==> config.mk <==
export PLATFORM = sky130hd
export DESIGN_NAME = lcp_protect
export DESIGN_NICKNAME = d
export VERILOG_FILES = /design/src/rtl/lcp_pkg.sv /design/src/rtl/lcp_protect.sv
export SDC_FILE = /design/constraint.sdc
export NUM_CORES = 1
export LEC_CHECK = 0
export BUFFER_PORTS_ARGS = -buffer_cell sky130_fd_sc_hd__buf_4
export CAP_MARGIN = 0
export CORE_AREA = 2 2 208 210
export DETAILED_ROUTE_END_ITERATION = 12
export DIE_AREA = 0 0 210 212
export PLACE_DENSITY_LB_ADDON = 0.25
export SYNTH_ARGS = -nofsm -noshare
export SYNTH_HDL_FRONTEND = slang
export SYNTH_SLANG_ARGS = --single-unit
==> constraint.sdc <==
create_clock -name core_clk -period 6.18 [get_ports core_clk]
set_input_delay 0.927 -clock core_clk [delete_from_list [all_inputs] [get_ports core_clk]]
set_output_delay 0.927 -clock core_clk [all_outputs]
set_load 0.01 [all_outputs]
==> src/rtl/lcp_pkg.sv <==
package lcp_pkg;

  localparam longint unsigned CLK_HZ = 64'd250_000_000;

  // Delay figures in microseconds
  localparam longint unsigned T_OC_DET_US = 64'd1_000_000;
  localparam longint unsigned T_OC_REL_US = 64'd16_000;
  localparam longint unsigned T_OD_DET_US = 64'd20_000;
  localparam longint unsigned T_OD_REL_US = 64'd1_200;
  localparam longint unsigned T_DOC_DET_US = 64'd12_000;
  localparam longint unsigned T_DOC_REL_US = 64'd1_200;
  localparam longint unsigned T_SC_DET_US = 64'd300;
  localparam longint unsigned T_COC_DET_US = 64'd8_000;
  localparam longint unsigned T_COC_REL_US = 64'd1_200;

  // Shortened delays divide by this factor
  localparam int unsigned DS_DIV = 60;

  localparam int unsigned CW = 32;

  localparam logic [CW-1:0] OC_DET_CYC = CW'(T_OC_DET_US * CLK_HZ / 64'd1_000_000);
  localparam logic [CW-1:0] OC_REL_CYC = CW'(T_OC_REL_US * CLK_HZ / 64'd1_000_000);
  localparam logic [CW-1:0] OD_DET_CYC = CW'(T_OD_DET_US * CLK_HZ / 64'd1_000_000);
  localparam logic [CW-1:0] OD_REL_CYC = CW'(T_OD_REL_US * CLK_HZ / 64'd1_000_000);
  localparam logic [CW-1:0] DOC_DET_CYC = CW'(T_DOC_DET_US * CLK_HZ / 64'd1_000_000);
  localparam logic [CW-1:0] DOC_REL_CYC = CW'(T_DOC_REL_US * CLK_HZ / 64'd1_000_000);
  localparam logic [CW-1:0] SC_DET_CYC = CW'(T_SC_DET_US * CLK_HZ / 64'd1_000_000);
  localparam logic [CW-1:0] COC_DET_CYC = CW'(T_COC_DET_US * CLK_HZ / 64'd1_000_000);
  localparam logic [CW-1:0] COC_REL_CYC = CW'(T_COC_REL_US * CLK_HZ / 64'd1_000_000);

  // Comparator results from the analog front end
  typedef struct packed {
    logic cell_ge_oc;     // Cell at or above overcharge_threshold
    logic cell_le_ocrel;  // Cell at or below overcharge release level
    logic cell_lt_od;     // Cell below overdischarge_threshold
    logic cell_ge_odrel;  // Cell at or above overdischarge release level
    logic vm_ge_doc;      // Charger-negative at or above discharge current level
    logic vm_ge_short;    // Charger-negative at or above short level
    logic vm_le_coc;      // Charger-negative at or below charge current level
    logic vm_le_ds;       // Charger-negative at or below delay_shorten_mode level
    logic charger_on;     // Charger present
    logic load_on;        // Load present, no charger
    logic zero_v_chg;     // Depleted cell, charger above 0V-charge level
  } lcp_cmp_t;

  typedef struct packed {
    logic chg_on;
    logic dis_on;
    logic rel_res_en;
    logic standby;
  } lcp_out_t;

  typedef enum logic [1:0] {
    LCP_DIS_NORM,
    LCP_DIS_OD,
    LCP_DIS_OCUR
  } lcp_dis_t;

endpackage

==> src/rtl/lcp_protect.sv <==
`timescale 1ns/1ps
module lcp_protect #(
  parameter logic [lcp_pkg::CW-1:0] OC_DET = lcp_pkg::OC_DET_CYC,
  parameter logic [lcp_pkg::CW-1:0] OC_REL = lcp_pkg::OC_REL_CYC,
  parameter logic [lcp_pkg::CW-1:0] OD_DET = lcp_pkg::OD_DET_CYC,
  parameter logic [lcp_pkg::CW-1:0] OD_REL = lcp_pkg::OD_REL_CYC,
  parameter logic [lcp_pkg::CW-1:0] DOC_DET = lcp_pkg::DOC_DET_CYC,
  parameter logic [lcp_pkg::CW-1:0] DOC_REL = lcp_pkg::DOC_REL_CYC,
  parameter logic [lcp_pkg::CW-1:0] SC_DET = lcp_pkg::SC_DET_CYC,
  parameter logic [lcp_pkg::CW-1:0] COC_DET = lcp_pkg::COC_DET_CYC,
  parameter logic [lcp_pkg::CW-1:0] COC_REL = lcp_pkg::COC_REL_CYC,
  parameter int unsigned DS_DIV = lcp_pkg::DS_DIV
) (
  input wire logic core_clk,
  input wire logic nrst,
  input wire lcp_pkg::lcp_cmp_t cmp_in,
  output lcp_pkg::lcp_out_t prot_out
);

  // A zero count would latch on the first sampled cycle with no filtering
  initial begin
    if (OC_DET == '0) begin
      $error("lcp_protect: OC_DET must be nonzero");
    end
    if (OC_REL == '0) begin
      $error("lcp_protect: OC_REL must be nonzero");
    end
    if (OD_DET == '0) begin
      $error("lcp_protect: OD_DET must be nonzero");
    end
    if (OD_REL == '0) begin
      $error("lcp_protect: OD_REL must be nonzero");
    end
    if (DOC_DET == '0) begin
      $error("lcp_protect: DOC_DET must be nonzero");
    end
    if (DOC_REL == '0) begin
      $error("lcp_protect: DOC_REL must be nonzero");
    end
    if (SC_DET == '0) begin
      $error("lcp_protect: SC_DET must be nonzero");
    end
    if (COC_DET == '0) begin
      $error("lcp_protect: COC_DET must be nonzero");
    end
    if (COC_REL == '0) begin
      $error("lcp_protect: COC_REL must be nonzero");
    end
    if (DS_DIV == 0) begin
      $error("lcp_protect: DS_DIV must be nonzero");
    end
  end

  ////////////////////////////////////////////////////////////////////////
  // Input synchronisers: comparators are asynchronous to core_clk

  localparam int unsigned NB = $bits(lcp_pkg::lcp_cmp_t);
  logic [NB-1:0] s1_q, s1_d;
  logic [NB-1:0] s2_q, s2_d;
  lcp_pkg::lcp_cmp_t c;

  always_comb begin
    s1_d = cmp_in;
    s2_d = s1_q;
    c = s2_q;
  end

  always_ff @(posedge core_clk) begin
    if (!nrst) begin
      s1_q <= '0;
      s2_q <= '0;
    end else begin
      s1_q <= s1_d;
      s2_q <= s2_d;
    end
  end

  ////////////////////////////////////////////////////////////////////////
  // Delay shortening limits

  function automatic logic [lcp_pkg::CW-1:0] shrt(input logic [lcp_pkg::CW-1:0] v);
    logic [lcp_pkg::CW-1:0] r;
    r = v / lcp_pkg::CW'(DS_DIV);
    shrt = (r == '0) ? lcp_pkg::CW'(1) : r;
  endfunction

  ////////////////////////////////////////////////////////////////////////
  // State and counters

  logic oc_q, oc_d;
  logic coc_q, coc_d;
  lcp_pkg::lcp_dis_t dis_q, dis_d;
  logic [lcp_pkg::CW-1:0] occ_q, occ_d;
  logic [lcp_pkg::CW-1:0] odc_q, odc_d;
  logic [lcp_pkg::CW-1:0] docc_q, docc_d;
  logic [lcp_pkg::CW-1:0] scc_q, scc_d;
  logic [lcp_pkg::CW-1:0] cocc_q, cocc_d;
  lcp_pkg::lcp_out_t out_q, out_d;

  logic ds;
  logic oc_cond, od_cond, doc_cond, sc_cond, coc_cond;
  logic [lcp_pkg::CW-1:0] oc_lim, od_lim;

  // Gated on registered charge control to avoid a loop through out_d
  always_comb begin
    ds = out_q.chg_on && c.vm_le_ds;
  end

  ////////////////////////////////////////////////////////////////////////
  // Overcharge group

  always_comb begin
    oc_d = oc_q;
    occ_d = '0;
    oc_lim = '0;
    // Charge side: overcharge detector
    if (!oc_q) begin
      oc_cond = c.cell_ge_oc;
      oc_lim = ds ? shrt(OC_DET) : OC_DET;
      if (oc_cond && dis_q != lcp_pkg::LCP_DIS_OD) begin
        occ_d = occ_q + lcp_pkg::CW'(1);
        if (occ_d >= oc_lim) begin
          oc_d = 1'b1;
          occ_d = '0;
        end
      end // Counter cleared when the crossing drops
    end else begin
      // load with cell still high gives no release
      oc_cond = c.cell_le_ocrel || (c.load_on && !c.cell_ge_oc);
      if (oc_cond) begin
        occ_d = occ_q + lcp_pkg::CW'(1);
        if (occ_d >= OC_REL) begin
          oc_d = 1'b0;
          occ_d = '0;
        end
      end
    end
  end

  ////////////////////////////////////////////////////////////////////////
  // Charge overcurrent group

  always_comb begin
    coc_d = coc_q;
    cocc_d = '0;
    // Charge side: charge overcurrent detector
    if (!coc_q) begin
      coc_cond = c.vm_le_coc && dis_q == lcp_pkg::LCP_DIS_NORM;
      if (coc_cond) begin
        cocc_d = cocc_q + lcp_pkg::CW'(1);
        if (cocc_d >= COC_DET) begin
          coc_d = 1'b1;
          cocc_d = '0;
        end
      end
    end else begin
      coc_cond = c.load_on && !c.charger_on;
      if (coc_cond) begin
        cocc_d = cocc_q + lcp_pkg::CW'(1);
        if (cocc_d >= COC_REL) begin
          coc_d = 1'b0;
          cocc_d = '0;
        end
      end
    end

  end

  ////////////////////////////////////////////////////////////////////////
  // Discharge group

  always_comb begin
    dis_d = dis_q;
    odc_d = '0;
    docc_d = '0;
    scc_d = '0;
    od_lim = '0;
    // Discharge side
    od_cond = 1'b0;
    doc_cond = 1'b0;
    sc_cond = 1'b0;
    case (dis_q)
      lcp_pkg::LCP_DIS_NORM: begin
        od_cond = c.cell_lt_od;
        sc_cond = c.vm_ge_short;
        doc_cond = c.vm_ge_doc && !c.vm_ge_short;
        od_lim = ds ? shrt(OD_DET) : OD_DET;
        if (od_cond) begin
          odc_d = odc_q + lcp_pkg::CW'(1);
        end
        if (doc_cond) begin
          docc_d = docc_q + lcp_pkg::CW'(1);
        end
        if (sc_cond) begin
          scc_d = scc_q + lcp_pkg::CW'(1);
        end
        // Current faults checked first so they govern
        if ((sc_cond && scc_d >= SC_DET) || (doc_cond && docc_d >= DOC_DET)) begin
          dis_d = lcp_pkg::LCP_DIS_OCUR;
          odc_d = '0;
          docc_d = '0;
          scc_d = '0;
        end else if (od_cond && odc_d >= od_lim) begin
          dis_d = lcp_pkg::LCP_DIS_OD;
          odc_d = '0;
          docc_d = '0;
          scc_d = '0;
        end
      end
      lcp_pkg::LCP_DIS_OD: begin
        // Only release logic runs in standby
        od_cond = c.charger_on ? !c.cell_lt_od : c.cell_ge_odrel;
        od_lim = ds ? shrt(OD_REL) : OD_REL;
        if (od_cond) begin
          odc_d = odc_q + lcp_pkg::CW'(1);
          if (odc_d >= od_lim) begin
            dis_d = lcp_pkg::LCP_DIS_NORM;
            odc_d = '0;
          end
        end
      end
      lcp_pkg::LCP_DIS_OCUR: begin
        if (!c.vm_ge_doc) begin
          docc_d = docc_q + lcp_pkg::CW'(1);
          if (docc_d >= DOC_REL) begin
            dis_d = lcp_pkg::LCP_DIS_NORM;
            docc_d = '0;
          end
        end
      end
      default: begin
        dis_d = lcp_pkg::LCP_DIS_NORM;
      end
    endcase

  end

  ////////////////////////////////////////////////////////////////////////
  // Output group

  always_comb begin
    // Depleted cell with charger may charge regardless of latches
    out_d.chg_on = c.zero_v_chg || (!oc_d && !coc_d);
    out_d.dis_on = dis_d == lcp_pkg::LCP_DIS_NORM;
    out_d.rel_res_en = dis_d == lcp_pkg::LCP_DIS_OCUR;
    out_d.standby = dis_d == lcp_pkg::LCP_DIS_OD;
  end

  always_ff @(posedge core_clk) begin
    if (!nrst) begin
      oc_q <= 1'b0;
      occ_q <= '0;
    end else begin
      oc_q <= oc_d;
      occ_q <= occ_d;
    end
  end

  always_ff @(posedge core_clk) begin
    if (!nrst) begin
      coc_q <= 1'b0;
      cocc_q <= '0;
    end else begin
      coc_q <= coc_d;
      cocc_q <= cocc_d;
    end
  end

  always_ff @(posedge core_clk) begin
    if (!nrst) begin
      dis_q <= lcp_pkg::LCP_DIS_NORM;
      odc_q <= '0;
      docc_q <= '0;
      scc_q <= '0;
    end else begin
      dis_q <= dis_d;
      odc_q <= odc_d;
      docc_q <= docc_d;
      scc_q <= scc_d;
    end
  end

  // Both controls on after reset: protection waits for filtered inputs
  always_ff @(posedge core_clk) begin
    if (!nrst) begin
      out_q <= 4'hC;
    end else begin
      out_q <= out_d;
    end
  end

  always_comb begin
    prot_out = out_q;
  end

endmodule

==> run metrics <==
status=finished, final reports clean; Synth top area share=36.3%; Post-CTS Resized=0; Layout fillers=4,484; vias in the first global route=8,280; critical-path maximum fanout=22; Setup crit start kind=register; Slew HR=22.5%; Post-synth EDFFs=0; Layout Cells excl Fill=1,829; Multi-input gate area=6460 sq um; Inserted Clock Buffers=17; register area=3800 sq um; clock root buffer=clkbuf_16; Clock Sinks=190; crit path DAT=5.24 ns; die width=210 um; synth top area cells=dfxtp_1 36%, xnor2_1 4.8%, ha_1 4.3%; Die Ht=212 um; Final Hold Slack=0.438 ns; Synth area leader=dfxtp_1; largest net degree at the start of global routing=31; P&R area growth vs syn=12.5%; clk_lat worst skew=0.44 ns; I/O Pins=17; GRT overflow=0; vias per cell=4.82; Cell Pwr Density=204 nW/um^2; clock-pin slew on the worst setup and hold paths=0.08 ns; max-slew violations=0; Max-Cap Viols=0; worst path required time=6.54 ns; first-pass GRT wire length=41,600 um; core area=42,500 sq um; synth warn=0; initial core utilization=24.7%; vias=8,824; fin nets=1,319; Tcrit/Tclk final=78.9%; # Post-CTS Setup Buffers=0; commonest non-fill, non-tap cell in the layout=dfxtp_1; most frequent cells in the layout=190 x dfxtp_1, 111 x nor2_1, 84 x nand2_1, 75 x nand3_1, 61 x a21oi_1; Slew @ Worst Pin=1.16 ns; Wirelength per Cell=13.5 um; Cell Chain, Critical Path=ha_1, nand4_1, nor2_1, and4_1, xnor2_1, nor2_1, ha_1, a21o_1, a21oi_1, a41o_1, a211oi_1, o41ai_2, nand4_2, a211oi_1; share of flip-flops with an asynchronous set or reset=0%; CTS tree=built; worst hold-check path type=register to register; CP max-delay cell=nand4_2; hold buffer count at cts=0; crit path capture type=register; post-synthesis sequential area ratio=36.3%; final count of hold timing violations=0; Max Fclk=0.205 GHz; worst vdd ir=0.191 mV; total power draw=2.40 mW; Final Skew=0.0109 ns; ant diodes=0; DRC violations left=0; Cells after DPL=1,797; H-tree Lvls=4; Routed Antenna Nets=0; First-pass DRT Iterations=5; Max stage delay on crit path=0.71 ns; Longest Clk Path Bufs=2; Fin Setup TNS=0 ns; area of the mapped netlist=10,500 sq um; Final setup viols=0; Placer Congestion=0.824; number of library cell types mapped by synthesis=89; Mean Syn Cell Area=8.45 sq um; share of layout cells above drive strength 1=6.70%; DRT iter0 DRCs=561; die footprint=44,500 sq um; drt total wl=24,800 um; FF+latch count, synth=190; hpwl dp=17,900 um; Cells after Synth=1,242; RSZ-0062 raised after global routing=false; Synth Flop Type=dfxtp_1; number of I/O port buffers=16; FP Rows=76; min Tclk post-route=4.88 ns; Total GRT Usage=11.4%; initial antenna violation count=0; CP Class=register to register; leakage=4.04 nW
worst max-delay path, delay by kind of cell, from the launching register on:
kind / cells / cell delay [ns]
and+or+nand+nor: 5 / 2.02
DFF: 1 / 0.40
xor gates and xnor gates: 1 / 0.16
AOI/OAI and AO/OA: 6 / 1.64
adders and majority gates: 2 / 0.57
cells by family (layout without fill, tap and decap cells):
group | Yosys count | after routing | share of synthesized area (%)
other | 1 | 49 | 0.0357
adders and majority gates | 36 | 36 | 4.29
buffers and inverters | 102 | 95 | 3.91
xor gates and xnor gates | 107 | 107 | 8.93
and+or+nand+nor | 560 | 560 | 28.9
AOI/OAI and AO/OA | 226 | 226 | 15.7
muxes | 20 | 20 | 2.00
DFF | 190 | 190 | 36.3
through the flow:
step / instance area, sq um / utilization [%] / setup slack, ns
after global routing: 11800 / 27.8 / 0.868
after detailed placement: 11300 / 26.5 / 1.40
after CTS: 11800 / 27.8 / 1.37
after global placement: 11300 / 26.5 / 1.47
final: 11800 / 27.8 / 1.30
after floorplan: 10700 / - / 2.42
worst paths after layout:
kind / startpoint / to / slack (ns) / depth (start not counted)
max: odc_q[0] / docc_q[2] / 1.30 / 14
min: s1_q[5] / c[5] / 0.44 / 1
max reg2reg: odc_q[0] / docc_q[2] / 1.30 / 14
min reg2reg: s1_q[5] / c[5] / 0.44 / 1
cells in the mapped netlist (7+ instances only):
master	n
o2111ai_1	7
and4_1	12
nor2_1	111
and3_1	24
nand3_1	75
dfxtp_1	190
nor3_1	44
nor2b_1	22
nor4_1	27
nand2_1	84
o31a_1	7
a211oi_1	9
o31ai_1	8
buf_2	16
a21oi_1	61
ha_1	36
xor2_1	50
or4_1	9
o21ai_0	21
nand4_1	46
mux2i_1	12
and2_1	42
or3_1	17
nor3b_1	8
clkbuf_1	42
nand2b_1	11
xnor2_1	57
inv_1	43
power breakdown:
group	total, mW	internal (mW)	switching, mW
combinational	0.0820	0.0366	0.0453
sequential	1.27	1.25	0.0222
clock	1.05	0.534	0.513
metal layers:
| metal | vias up | track usage [%] | wire length (um) |
|---|---|---|---|
| met4 | 0 | 3.89 | 357 |
| met3 | 22 | 2.08 | 585 |
| met1 | 4169 | 15.4 | 12600 |
| met2 | 88 | 18.4 | 11300 |
| met5 | - | 0 | 0 |
| li1 | 4545 | - | - |
layout make-up:
cell class                      count  share of cell area (%)
Clock inverter                     13                   0.890
Timing Repair Buffer               20                    1.27
Tap cell                          546                    5.79
Multi-Input combinational cell    998                    54.7
Inverter                           43                    1.37
Clock buffer                       19                    3.75
Sequential cell                   190                    32.2
flip-flops by register name, summed over array words and instances (netlist names):
register,flops
odc_q,32
scc_q,32
occ_q,32
cocc_q,32
docc_q,32
dis_q,2
c,11
s1_q,11
oc_q,1
prot_out,4
coc_q,1
(Power assumes the default switching activity.)
